**src/common/tcb_pkg.sv**
```systemverilog
// shared constants and carrier types of the 8/16-bit timer/counter
// assumes one system clock; every register access is a one-cycle strobe
package tcb_pkg;

  // ----------------------------------------
  // widths
  // ----------------------------------------
  localparam int PRE_W = 15;
  localparam int BYTE_W = 8;
  localparam int RATE_W = 4;
  localparam int POST_W = 4;
  localparam int CS_W = 3;

  // ----------------------------------------
  // reset values and limits
  // ----------------------------------------
  localparam logic [7:0] LOW_RESET = 8'h00;
  localparam logic [7:0] HIGH_RESET = 8'hFF;
  localparam logic [7:0] BYTE_ONES = 8'hFF;
  localparam logic [7:0] BYTE_ONE = 8'h01;
  localparam logic [3:0] NIBBLE_ONE = 4'h1;
  localparam logic [3:0] NIBBLE_ZERO = 4'h0;
  // instruction cycle is the system clock divided by four
  localparam logic [1:0] QUARTER_LAST = 2'h3;
  localparam logic [1:0] QUARTER_ONE = 2'h1;

  // ----------------------------------------
  // clock source field codes
  // ----------------------------------------
  localparam logic [2:0] CS_PIN_TRUE = 3'h0;
  localparam logic [2:0] CS_PIN_INV = 3'h1;
  localparam logic [2:0] CS_INSTR = 3'h2;
  localparam logic [2:0] CS_HFOSC = 3'h3;
  localparam logic [2:0] CS_LFOSC = 3'h4;
  localparam logic [2:0] CS_RESVD = 3'h5;
  localparam logic [2:0] CS_SOSC = 3'h6;
  localparam logic [2:0] CS_LOGIC = 3'h7;

  // first control register fields
  typedef struct packed {
    logic timer_run_enable;
    logic wide_mode_select;
    logic [3:0] postscale_ratio_field;
  } tcb_ctrl0_s;

  // second control register fields
  typedef struct packed {
    logic [2:0] clock_source_field;
    logic async_input_select;
    logic [3:0] prescale_rate_field;
  } tcb_ctrl1_s;

  // count byte access strobes with write data
  typedef struct packed {
    logic low_wr;
    logic high_wr;
    logic low_rd;
    logic [7:0] wdata;
  } tcb_cpu_s;

endpackage

```
**src/logic/tcb_prescaler.sv**
```systemverilog
// power-of-two prescaler between the selected clock edge and the counter
// assumes edge pulses are one cycle wide and synchronous to clk
`timescale 1ns/10ps
module tcb_prescaler #(
  parameter int WIDTH = 15
) (
  input logic clk,
  input logic rst,
  input logic clear,
  input logic edge_pulse,
  input logic [3:0] rate,
  output logic tick
);
  import tcb_pkg::*;

  logic [WIDTH-1:0] count_reg, count_next;
  logic tick_reg, tick_next;
  logic [WIDTH-1:0] mask;

  // ----------------------------------------
  // divider
  // ----------------------------------------
  // mask of rate ones; rate zero bypasses, so every edge ticks
  always_comb begin
    mask = WIDTH'((32'h0000_0001 << rate) - 32'h0000_0001);
    count_next = count_reg;
    tick_next = 1'b0;
    if (clear) begin
      count_next = '0;
    end else if (edge_pulse) begin
      if ((count_reg & mask) == mask) begin
        tick_next = 1'b1;
        count_next = '0;
      end else begin
        count_next = count_reg + WIDTH'(1);
      end
    end
  end

  // registers only
  always_ff @(posedge clk or posedge rst) begin
    if (rst) begin
      count_reg <= '0;
      tick_reg <= 1'b0;
    end else begin
      count_reg <= count_next;
      tick_reg <= tick_next;
    end
  end

  assign tick = tick_reg;

  // ----------------------------------------
  // checks
  // ----------------------------------------
  property p_bypass_tick;
    @(posedge clk) disable iff (rst) (rate == NIBBLE_ZERO && edge_pulse && !clear) |=> tick;
  endproperty
  a_bypass_tick: assert property (p_bypass_tick) else $error("bypassed prescaler missed an edge");

  property p_clear_count;
    @(posedge clk) disable iff (rst) clear |=> (count_reg == '0 && !tick);
  endproperty
  a_clear_count: assert property (p_clear_count) else $error("prescaler not cleared");

  property p_ratio_two;
    @(posedge clk) disable iff (rst) (rate == NIBBLE_ONE && tick) |-> $past(count_reg) == WIDTH'(1);
  endproperty
  a_ratio_two: assert property (p_ratio_two) else $error("divide by two ticked early");

endmodule

```
**src/logic/tcb_timer.sv**
```systemverilog
// 8/16-bit timer/counter with prescaler, postscaler and buffered high byte
// assumes all source levels and strobes are synchronous to SYS_CLK
//
// Overview of operation
// - width select bit picks 8 or 16 bits
// - internal source counts every instruction cycle
// - external source counts its rising edges
// - 15-bit prescaler feeds the counter
// - wide low read copies true high byte
// - wide low write loads true high byte
// - 8-bit low byte compared against period
// - match drives timer output event
// - match clears low, reloads period buffer
// - 8-bit bytes read and written directly
// - reset clears low, high all ones
// - low byte writes, control writes and reset clear both scalers
// - bypassed prescaler counts each input edge
// - nonzero prescale slows timer rate
// - async mode counts on during sleep
// - sync mode aligned to instruction cycle
// - three-bit field selects clock source
// - event on 8-bit match or overflow
// - sixteen power-of-two prescale ratios
// - flag set every N+1 events
// - output toggles on postscaled event
// - enable bit runs or stops block
`timescale 1ns/10ps
module tcb_timer #(
  parameter int PRE_WIDTH = tcb_pkg::PRE_W
) (
  input logic SYS_CLK,
  input logic SYS_RST,
  input logic CTRL0_WR,
  input tcb_pkg::tcb_ctrl0_s CTRL0_WDATA,
  input logic CTRL1_WR,
  input tcb_pkg::tcb_ctrl1_s CTRL1_WDATA,
  input tcb_pkg::tcb_cpu_s CPU_ACC,
  input logic SRC_PIN,
  input logic SRC_HFOSC,
  input logic SRC_LFOSC,
  input logic SRC_SOSC,
  input logic SRC_LOGIC,
  input logic SLEEP,
  input logic FLAG_CLR,
  output logic [7:0] LOW_RDATA,
  output logic [7:0] HIGH_RDATA,
  output logic [7:0] CTRL0_RDATA,
  output tcb_pkg::tcb_ctrl1_s CTRL1_RDATA,
  output logic MATCH_PULSE,
  output logic TIMER_OUTPUT,
  output logic TIMER_EVENT_FLAG
);
  import tcb_pkg::*;
  tcb_ctrl0_s ctrl0_reg, ctrl0_next;
  tcb_ctrl1_s ctrl1_reg, ctrl1_next;
  logic [1:0] quarter_reg, quarter_next;
  logic src_prev_reg, src_prev_next;
  logic pend_reg, pend_next;
  logic [7:0] low_reg, low_next;
  logic [7:0] true_high_reg, true_high_next;
  logic [7:0] hbuf_reg, hbuf_next;
  logic [7:0] period_reg, period_next;
  logic [3:0] post_reg, post_next;
  logic out_reg, out_next;
  logic flag_reg, flag_next;
  logic match_reg, match_next;
  logic quarter_en, src_level, src_rise, scaler_clr, pre_tick;
  logic count_tick, wide, run, event_hit, post_tick;

  // ----------------------------------------
  // control registers
  // ----------------------------------------
  // plain holding registers; reset leaves the block stopped in 8-bit mode
  always_comb begin
    ctrl0_next = ctrl0_reg;
    ctrl1_next = ctrl1_reg;
    if (CTRL0_WR) begin
      ctrl0_next = CTRL0_WDATA;
    end
    if (CTRL1_WR) begin
      ctrl1_next = CTRL1_WDATA;
    end
  end
  always_ff @(posedge SYS_CLK or posedge SYS_RST) begin
    if (SYS_RST) begin
      ctrl0_reg <= '0;
      ctrl1_reg <= '0;
    end else begin
      ctrl0_reg <= ctrl0_next;
      ctrl1_reg <= ctrl1_next;
    end
  end
  assign wide = ctrl0_reg.wide_mode_select;
  assign run = ctrl0_reg.timer_run_enable;
  assign scaler_clr = CPU_ACC.low_wr | CTRL0_WR | CTRL1_WR;

  // ----------------------------------------
  // clock source selection
  // ----------------------------------------
  // instruction cycle divider runs free so sync alignment always has a beat
  always_comb quarter_next = quarter_reg + QUARTER_ONE;
  always_ff @(posedge SYS_CLK or posedge SYS_RST) begin
    if (SYS_RST) begin
      quarter_reg <= '0;
    end else begin
      quarter_reg <= quarter_next;
    end
  end
  assign quarter_en = (quarter_reg == QUARTER_LAST);
  // source mux, reserved code stays low
  always_comb begin
    unique case (ctrl1_reg.clock_source_field)
      CS_PIN_TRUE: src_level = SRC_PIN;
      CS_PIN_INV: src_level = ~SRC_PIN;
      CS_INSTR: src_level = quarter_reg[1];
      CS_HFOSC: src_level = SRC_HFOSC;
      CS_LFOSC: src_level = SRC_LFOSC;
      CS_RESVD: src_level = 1'b0;
      CS_SOSC: src_level = SRC_SOSC;
      CS_LOGIC: src_level = SRC_LOGIC;
    endcase
  end
  // rising edges of the chosen source, only while running
  always_comb begin
    src_prev_next = src_level;
    src_rise = run & src_level & ~src_prev_reg;
  end
  always_ff @(posedge SYS_CLK or posedge SYS_RST) begin
    if (SYS_RST) begin
      src_prev_reg <= 1'b0;
    end else begin
      src_prev_reg <= src_prev_next;
    end
  end
  tcb_prescaler #(
    .WIDTH(PRE_WIDTH)
  ) u_prescaler (
    .clk(SYS_CLK),
    .rst(SYS_RST),
    .clear(scaler_clr),
    .edge_pulse(src_rise),
    .rate(ctrl1_reg.prescale_rate_field),
    .tick(pre_tick)
  );

  // ----------------------------------------
  // sync or async counter clock
  // ----------------------------------------
  // sync mode holds the tick until the instruction beat; new tick wins
  always_comb begin
    pend_next = pend_reg;
    if (quarter_en && !SLEEP) begin
      pend_next = 1'b0;
    end
    if (pre_tick && !ctrl1_reg.async_input_select) begin
      pend_next = 1'b1;
    end
    if (!run || scaler_clr) begin
      pend_next = 1'b0;
    end
  end
  always_ff @(posedge SYS_CLK or posedge SYS_RST) begin
    if (SYS_RST) begin
      pend_reg <= 1'b0;
    end else begin
      pend_reg <= pend_next;
    end
  end
  // async keeps counting in sleep; sync halts there
  assign count_tick = run & (ctrl1_reg.async_input_select ? pre_tick : (pend_reg & quarter_en & ~SLEEP));
  // match in 8-bit mode, rollover in 16-bit; a low write wins the cycle
  assign event_hit = count_tick & ~CPU_ACC.low_wr &
                     (wide ? ({true_high_reg, low_reg} == {BYTE_ONES, BYTE_ONES}) : (low_reg == period_reg));

  // ----------------------------------------
  // count registers
  // ----------------------------------------
  // write strobes take priority over a tick in the same cycle
  always_comb begin
    low_next = low_reg;
    true_high_next = true_high_reg;
    hbuf_next = hbuf_reg;
    period_next = period_reg;
    if (count_tick) begin
      if (wide) begin
        {true_high_next, low_next} = {true_high_reg, low_reg} + {LOW_RESET, BYTE_ONE};
      end else if (event_hit) begin
        low_next = LOW_RESET;
        period_next = hbuf_reg;
      end else begin
        low_next = low_reg + BYTE_ONE;
      end
    end
    // atomic read latches true high byte
    if (CPU_ACC.low_rd && wide) begin
      hbuf_next = true_high_reg;
    end
    if (CPU_ACC.high_wr) begin
      hbuf_next = CPU_ACC.wdata;
    end
    if (CPU_ACC.low_wr) begin
      low_next = CPU_ACC.wdata;
      // atomic write moves buffered high byte
      if (wide) begin
        true_high_next = hbuf_reg;
      end
    end
  end

  // reset values of the count bytes
  always_ff @(posedge SYS_CLK or posedge SYS_RST) begin
    if (SYS_RST) begin
      low_reg <= LOW_RESET;
      true_high_reg <= LOW_RESET;
      hbuf_reg <= HIGH_RESET;
      period_reg <= HIGH_RESET;
    end else begin
      low_reg <= low_next;
      true_high_reg <= true_high_next;
      hbuf_reg <= hbuf_next;
      period_reg <= period_next;
    end
  end

  // ----------------------------------------
  // postscaler, output and flag
  // ----------------------------------------
  // one postscaled event every N+1 hits
  assign post_tick = event_hit & (post_reg == ctrl0_reg.postscale_ratio_field);
  always_comb begin
    post_next = post_reg;
    out_next = out_reg;
    flag_next = flag_reg;
    match_next = event_hit;
    if (event_hit) begin
      post_next = post_tick ? NIBBLE_ZERO : post_reg + NIBBLE_ONE;
    end
    if (scaler_clr) begin
      post_next = NIBBLE_ZERO;
    end
    if (post_tick) begin
      out_next = ~out_reg;
    end
    // flag clear loses to a simultaneous set
    if (FLAG_CLR) begin
      flag_next = 1'b0;
    end
    if (post_tick) begin
      flag_next = 1'b1;
    end
  end
  always_ff @(posedge SYS_CLK or posedge SYS_RST) begin
    if (SYS_RST) begin
      post_reg <= NIBBLE_ZERO;
      out_reg <= 1'b0;
      flag_reg <= 1'b0;
      match_reg <= 1'b0;
    end else begin
      post_reg <= post_next;
      out_reg <= out_next;
      flag_reg <= flag_next;
      match_reg <= match_next;
    end
  end
  // match shown on the output path
  assign TIMER_OUTPUT = out_reg;
  assign MATCH_PULSE = match_reg;
  assign TIMER_EVENT_FLAG = flag_reg;
  assign LOW_RDATA = low_reg;
  assign HIGH_RDATA = hbuf_reg;
  assign CTRL0_RDATA = {ctrl0_reg.timer_run_enable, 1'b0, out_reg, ctrl0_reg.wide_mode_select,
                        ctrl0_reg.postscale_ratio_field};
  assign CTRL1_RDATA = ctrl1_reg;

  // ----------------------------------------
  // checks
  // ----------------------------------------
  property p_wide_read;
    @(posedge SYS_CLK) disable iff (SYS_RST)
      (CPU_ACC.low_rd && wide && !CPU_ACC.high_wr) |=> hbuf_reg == $past(true_high_reg);
  endproperty
  a_wide_read: assert property (p_wide_read) else $error("high buffer not latched on read");
  property p_wide_write;
    @(posedge SYS_CLK) disable iff (SYS_RST)
      (CPU_ACC.low_wr && wide) |=> (true_high_reg == $past(hbuf_reg) && low_reg == $past(CPU_ACC.wdata));
  endproperty
  a_wide_write: assert property (p_wide_write) else $error("16-bit write not atomic");
  property p_match_reload;
    @(posedge SYS_CLK) disable iff (SYS_RST)
      (event_hit && !wide) |=> (low_reg == LOW_RESET && period_reg == $past(hbuf_reg));
  endproperty
  a_match_reload: assert property (p_match_reload) else $error("match did not clear and reload");
  property p_rollover;
    @(posedge SYS_CLK) disable iff (SYS_RST)
      (count_tick && wide && !CPU_ACC.low_wr && {true_high_reg, low_reg} == 16'hFFFF) |=> match_reg;
  endproperty
  a_rollover: assert property (p_rollover) else $error("rollover raised no event");
  property p_sync_beat;
    @(posedge SYS_CLK) disable iff (SYS_RST) (count_tick && !ctrl1_reg.async_input_select) |-> quarter_en;
  endproperty
  a_sync_beat: assert property (p_sync_beat) else $error("sync count off the instruction beat");
  property p_sleep_halt;
    @(posedge SYS_CLK) disable iff (SYS_RST) (SLEEP && !ctrl1_reg.async_input_select) |-> !count_tick;
  endproperty
  a_sleep_halt: assert property (p_sleep_halt) else $error("sync counter ran in sleep");
  property p_idle_still;
    @(posedge SYS_CLK) disable iff (SYS_RST)
      (!run && !CPU_ACC.low_wr && !CTRL0_WR) |=> (low_reg == $past(low_reg) && out_reg == $past(out_reg));
  endproperty
  a_idle_still: assert property (p_idle_still) else $error("disabled timer moved");
  property p_post_ratio;
    @(posedge SYS_CLK) disable iff (SYS_RST)
      post_tick |=> (flag_reg && out_reg != $past(out_reg) && post_reg == NIBBLE_ZERO);
  endproperty
  a_post_ratio: assert property (p_post_ratio) else $error("postscaled event not applied");
  property p_flag_hold;
    @(posedge SYS_CLK) disable iff (SYS_RST) (flag_reg && !FLAG_CLR) |=> flag_reg;
  endproperty
  a_flag_hold: assert property (p_flag_hold) else $error("event flag dropped by itself");
  c_match8: cover property (@(posedge SYS_CLK) disable iff (SYS_RST) event_hit && !wide);
  c_roll16: cover property (@(posedge SYS_CLK) disable iff (SYS_RST) event_hit && wide);
  c_post_div: cover property (@(posedge SYS_CLK) disable iff (SYS_RST)
    post_tick && ctrl0_reg.postscale_ratio_field != NIBBLE_ZERO);

endmodule

```
**config.mk**
```make
export PLATFORM = sky130hd
export DESIGN_NAME = tcb_timer
export DESIGN_NICKNAME = d
export VERILOG_FILES = /design/src/common/tcb_pkg.sv /design/src/logic/tcb_prescaler.sv /design/src/logic/tcb_timer.sv
export SDC_FILE = /design/constraint.sdc
export NUM_CORES = 1
export LEC_CHECK = 0
export BUFFER_PORTS_ARGS = -buffer_cell sky130_fd_sc_hd__buf_2
export CORE_MARGIN = 2
export CORE_UTILIZATION = 45
export CTS_CLUSTER_SIZE = 10
export DETAILED_ROUTE_END_ITERATION = 7
export GPL_TIMING_DRIVEN = 0
export PLACE_DENSITY = 0.75
export SLEW_MARGIN = 10
export SYNTH_ARGS = -nofsm -noshare
export SYNTH_HDL_FRONTEND = slang
export SYNTH_SLANG_ARGS = --single-unit
```
**constraint.sdc**
```tcl
create_clock -name SYS_CLK -period 3 [get_ports SYS_CLK]
set_input_delay 0.3 -clock SYS_CLK [delete_from_list [all_inputs] [get_ports SYS_CLK]]
set_output_delay 0.3 -clock SYS_CLK [all_outputs]
set_load 0.05 [all_outputs]
```
==> flow_summary.ini, run 1 <==
[die]
die_h_um = 99.8
start_util = 0.469
die_area_mm2 = 0.00996
ioPinCount = 71
core-area_mm2 = 0.00881
die_x_um = 99.8
rows = 34

[synthesis]
synth_compound_area_frac = 0.156
yosys.area_share.simple = 0.208
yosys-top-cells-area = dfrtp_1 (35%), dfstp_2 (10%), mux2_2 (5.5%)
syn_avg_cell_area_um2 = 9.47
synth_area_mm2 = 0.00413
synth_xor_area_frac = 0.0379
synth_fa_ha_area_frac = 0.0152
synth_top_family_by_area = simple AND/OR/NAND/NOR gates
synth_cells = 436
synth_warnings = 0
syn-num-nets = 477
yosysTopAreaCell = dfrtp_1
yosys_most_used_dff = dfrtp_1
synthArstFlopShare = 1.00
yosys-mux-area-fraction = 0.0921
synth-seq-cells = 73
synth_top_area_frac = 0.346
ys_types = 62
synth_edf_count = 0
ys_seq_area_frac = 0.447

[clock_network]
h-tree-depth = 3
cts_tree = built
ctsRootBufferMaster = clkbuf_8
clkLatencyLatePin_ps = 350
cts_buffers = 9
path_clk_slew_ps = 80
numClockSinks = 73
clockBufferDepth = 2

[global_routing]
grt_max_degree = 58
grt.overflow.total = 0
met1_usage = 0.305
track_usage = 0.213
grt_use_met2 = 0.340
grt.busiest_layer = met2
grt_first_pass_wirelength_mm = 17.0
antenna_found_initial = 0
grt_pass1_vias = 3480
use_met3 = 0.0265

[pwr]
power_density_mw_per_mm2 = 476
peakVddDrop_mv = 0.286
p_leak_nw = 2.17
p_total_mw = 2.30

[setup_path]
critical-path-top-delay-family = simple AND/OR/NAND/NOR gates
slowest_delay_ps = 430
crit_buf_inv = 2
path_cells = or3_1 -> or2_2 -> ha_2 -> nor2b_1 -> a221o_1 -> nor4_2 -> nand4_1 -> buf_4 -> buf_6 -> nand3_1 -> o211ai_1
endpoint_kind = flop
crit_path_max_fanout = 10
worstPathRequired_ps = 3220
cp_data_arrival_time_ps = 3160
slowest_stage = dfrtp_2
start_kind = flop
crit_type = flop to flop

[layout]
fin_nets = 557
finish.instance_area_mm2 = 0.00484
antennaDiodeCount = 0
final_common_cell = buf_2
fill_cells = 828
area_delta_synth_final_pct = 17.2
drive_gt1_frac = 0.288
multiInputGateArea_mm2 = 0.00212
seqCellArea_mm2 = 0.00185
utilization = 0.549
fin_cells = 629
layout_common_cells = buf_2 (71), dfrtp_1 (54), nand2_1 (53)

[route]
drt_iter0_drc = 217
vias = 3648
wl_per_cell_um = 16.2
vias_per_cell = 5.80
drc_errors = 0
first_pass_iters = 5
routed_wl_mm = 10.2
antenna_left = 0

[sta]
setup_slack_ps = 60.9
skew_ps = 12.0
finalHoldViolCount = 0
period_needed_ps = 2940
slew_headroom = 0.432
period_share = 0.980
max_freq_mhz = 340
final.setup.tns_ps = 0
holdWs_ps = 139
drv_slew = 0
tightest_slew_ps = 845
setup_viol = 0

[place]
dp_cells = 611
post_dp_cell_area_mm2 = 0.00463
dp_hpwl_mm = 7.33
place_congestion = 0.875
place.port_buffers = 66
place_ws_ps = -224

[outcome]
status = completed

[worst_hold_path]
hold_path.class = input port to flop

[job]
drv_cap = 0
where the power goes:
| group | internal, mW | total (mW) | leakage (nW) | switching [mW] |
|---|---|---|---|---|
| Clock | 0.303 | 0.689 | 0.0831 | 0.386 |
| Sequential | 1.06 | 1.14 | 0.897 | 0.0797 |
| Combinational | 0.161 | 0.480 | 1.19 | 0.320 |
| Total | 1.52 | 2.30 | 2.17 | 0.785 |
cells in the mapped netlist (6+ instances only):
cell type and count:
dfrtp_1 57, nand2b_1 7, xnor2_1 8, and3_1 8
o211ai_1 6, o21ai_0 33, nand4_1 8, clkbuf_1 11
buf_2 6, a31oi_1 6, nand3_1 23, nand2_1 53
nor2_1 23, mux2_2 20, dfstp_2 16, mux2i_1 11
inv_1 13, a21oi_1 22, xor2_1 8, nor2b_1 12
o21ai_1 6
area by class of cell:
class	instances	share of cell area
multi-input cells	326	0.438
flip-flops and latches	73	0.382
repair buffers	70	0.0791
well taps	108	0.0279
plain buffers	23	0.0269
clock buffers	10	0.0264
inverters	13	0.0106
clock inverters	6	0.00879
kinds of logic after synthesis:
| group | after synthesis |
|---|---|
| buf+inv | 37 |
| simple gates | 166 |
| fa+ha+maj | 5 |
| compound gates | 103 |
| mux | 34 |
| flops | 73 |
| xor+xnor | 17 |
| other cells | 1 |
worst paths after layout:
| check | start | endpoint | slack (ps) | cells after the start |
|---|---|---|---|---|
| worst min register to register | quarter_reg[0] | quarter_reg[0] | 440 | 1 |
| min in group asynchronous | SYS_RST | CTRL0_RDATA[3] | 440 | 3 |
| worst min-delay path | FLAG_CLR | TIMER_EVENT_FLAG | 140 | 2 |
| worst max register to register | CTRL1_RDATA[3] | u_prescaler.count_reg[5] | 60 | 11 |
| worst max-delay path | CTRL1_RDATA[3] | u_prescaler.count_reg[5] | 60 | 11 |
| max in group asynchronous | SYS_RST | HIGH_RDATA[7] | 1960 | 4 |
worst reg2reg max path, cell delays in order, from the launching register on:
cell and delay [ps]:
dfrtp_2 430, or3_1 400, or2_2 300, ha_2 250, nor2b_1 140, a221o_1 310
nor4_2 310, nand4_1 180, buf_4 200, buf_6 140, nand3_1 70, o211ai_1 90
timing repair:
| action | CTS | global route |
|---|---|---|
| endpoints found under the setup margin | 15 | 15 |
| cloned | 0 | 0 |
| pin swaps | 1 | 0 |
| endpoints found under the hold margin | 16 | 0 |
| buffers inserted | 2 | 0 |
| hold buffers | 1 | 0 |
| gates resized for setup | 0 | 3 |
layer usage:
layer / vias up / part of all wire
met5: - / 0
met4: 0 / 0.012
met3: 12 / 0.050
met2: 117 / 0.48
met1: 1791 / 0.46
li1: 1728 / -
(Power assumes the default switching activity.)
==> run 2, diff against run 1 <==
Settings changed: ABC_AREA set to 1, PLACE_DENSITY 0.75 to 0.74.
==> run 2 against run 1 <==
Compared with the run above: combinational power up 51%; non-clock buffer count down 9; largest cell class unchanged; cell area up 6.9%; clock skew shrank 3.5 ps; critical endpoint is now u_prescaler.count_reg[7].
==> flow_summary.ini, run 2 <==
[outcome]
status = completed

[sta]
setup_slack_ps = 921
rsz0062_at_grt = no
max_freq_mhz = 481
skew_ps = 8.44
finalHoldViolCount = 0
drv_slew = 0
setup_viol = 0
period_share = 0.693
holdWs_ps = 126
final.setup.tns_ps = 0
period_needed_ps = 2080

[synthesis]
ys_seq_area_frac = 0.416
yosys-top-cells-area = dfrtp_1 (32%), nand2_1 (14%), dfstp_2 (9.5%)
synth_fa_ha_area_frac = 0.0141
yosys.cell_count.top_type = nand2_1
syn-num-nets = 621
synth_warnings = 0
synth_compound_area_frac = 0.0990
synthArstFlopShare = 1.00
synth_cells = 580
yosys_most_used_dff = dfrtp_1
synth_edf_count = 0
synth-seq-cells = 73
yosys-top-cells-count = nand2_1 (161), inv_1 (70), dfrtp_1 (57)
synth_area_mm2 = 0.00444
ys_types = 41
yosys.area_share.simple = 0.308
synth_xor_area_frac = 0.0572
yosys-mux-area-fraction = 0.0152
yosysTopAreaCell = dfrtp_1
syn_avg_cell_area_um2 = 7.65
synth_top_area_frac = 0.321
synth_top_family_by_area = simple AND/OR/NAND/NOR gates

[job]
drv_cap = 0

[place]
place_congestion = 0.879
post_dp_cell_area_mm2 = 0.00497
dp_hpwl_mm = 8.14
place.port_buffers = 67
place_ws_ps = 932

[clock_network]
path_clk_slew_ps = 70
numClockSinks = 73
h-tree-depth = 3
ctsRootBufferMaster = clkbuf_8
clkLatencyLatePin_ps = 350
cts_resized = 0
cts_buffers = 9
clockBufferDepth = 2
cts_setup_buffers = 0
cts_tree = built

[setup_path]
slowest_stage = dfrtp_1
r2r_cells = 12
timing.rr.end = u_prescaler.count_reg[7]
regToRegSetupSlack_ps = 920
start_kind = flop
r2r-start = CTRL1_RDATA[2]
cp_data_arrival_time_ps = 2320
worstPathRequired_ps = 3240
crit_type = flop to flop
endpoint_kind = flop
crit_path_max_fanout = 10
path_cells = nor2_4 -> nand2_1 -> ha_1 -> o21a_1 -> nand3_2 -> nor2_2 -> nand2_2 -> nor2_2 -> nand2_4 -> buf_12 -> nand3_2 -> nand2_2
slowest_delay_ps = 530

[die]
die_area_mm2 = 0.0107
ioPinCount = 71
core-area_mm2 = 0.00968
die_x_um = 103
die_h_um = 103
start_util = 0.458
rows = 36

[worst_hold_path]
hold_depth = 2
holdCritStartpoint = FLAG_CLR
hold_path.class = input port to flop
holdPathEnd = TIMER_EVENT_FLAG

[route]
vias = 4015
antenna_left = 0
wl_per_cell_um = 13.5
drt_iter0_drc = 174
routed_wl_mm = 10.8
vias_per_cell = 5.03
drc_errors = 0
first_pass_iters = 5

[global_routing]
grt_pass1_vias = 4025
grt.overflow.total = 0
grt_max_degree = 57
track_usage = 0.218
grt_first_pass_wirelength_mm = 18.2
antenna_found_initial = 0

[layout]
antennaDiodeCount = 0
seqCellArea_mm2 = 0.00185
final_common_cell = nand2_1
multiInputGateArea_mm2 = 0.00219
drive_gt1_frac = 0.244
finish.instance_area_mm2 = 0.00517
fin_nets = 701
fill_cells = 932
layout_common_cells = nand2_1 (161), buf_2 (72), inv_1 (69)
area_delta_synth_final_pct = 16.5

[pwr]
peakVddDrop_mv = 0.264
p_leak_nw = 2.60
power_density_mw_per_mm2 = 533
[run 2: cell count changes in the layout (fill, tap and decap cells not counted), moves of 14 or more]
| cell | delta |
|---|---|
| nand3_1 | +19 |
| inv_1 | +57 |
| mux2_2 | -14 |
| a21oi_1 | -15 |
| nand2_2 | +19 |
| nor2_1 | +22 |
| nand2_1 | +108 |
[run 2: per-stage QoR]
step / util / std cells / power, mW
final: 0.534 / 798 / 2.75
after global routing: 0.534 / 798 / 2.91
after CTS: 0.534 / 798 / 2.78
after detailed placement: 0.513 / 781 / 2.00
after global placement: 0.510 / 780 / 1.98
after floorplan: - / 580 / 1.80
[run 2: worst max-delay path by stage]
stage                        start                         to  cells past startpoint
floorplan           CTRL1_RDATA[3]  u_prescaler.count_reg[12]                     13
global placement           SYS_RST             CTRL1_RDATA[7]                      2
detailed placement  CTRL1_RDATA[2]   u_prescaler.count_reg[5]                     12
CTS                 CTRL1_RDATA[2]   u_prescaler.count_reg[5]                     12
global route        CTRL1_RDATA[0]  u_prescaler.count_reg[13]                     12
finish              CTRL1_RDATA[2]   u_prescaler.count_reg[7]                     12
[run 2: routing by layer]
layer / up-vias / wire length [µm] / GRT usage
met4: 0 / 138 / 0.0536
met2: 113 / 5460 / 0.401
met5: - / 0 / 0
met1: 1888 / 4610 / 0.257
met3: 15 / 576 / 0.0484
li1: 1999 / - / -
[run 2: where the power goes]
part | leakage [nW] | internal [mW] | switching (mW)
logic | 1.60 | 0.233 | 0.492
registers | 0.903 | 1.13 | 0.128
clock network | 0.100 | 0.404 | 0.365
[run 2: timing repair]
item                                    4_1_cts  5_1_grt
hold endpoints to repair                     14        0
hold buffers                                  1        0
endpoints found under the setup margin        0        0
[run 2: cell type report]
type,count,area share
Clock buffer,12,0.0281
Multi-Input combinational cell,414,0.424
Tap cell,133,0.0322
Clock inverter,4,0.00871
Sequential cell,73,0.357
Buffer,15,0.0196
Inverter,78,0.0576
Timing Repair Buffer,69,0.0721
[run 2: logic make-up (layout without fill, tap and decap cells)]
group / after synthesis / count (layout)
xor+xnor: 29 / 29
buf+inv: 93 / 178
other cells: 1 / 1
mux: 6 / 6
compound gates: 74 / 74
simple gates: 299 / 299
flops: 73 / 73
fa+ha+maj: 5 / 5
[run 2: critical path: cells and delay by family (launching register included)]
family                     cells  cell delay, ps
buffers and inverters          1             160
and+or+nand+nor                9             850
AOI/OAI and AO/OA              1             120
adders and majority gates      1             300
DFF                            1             530
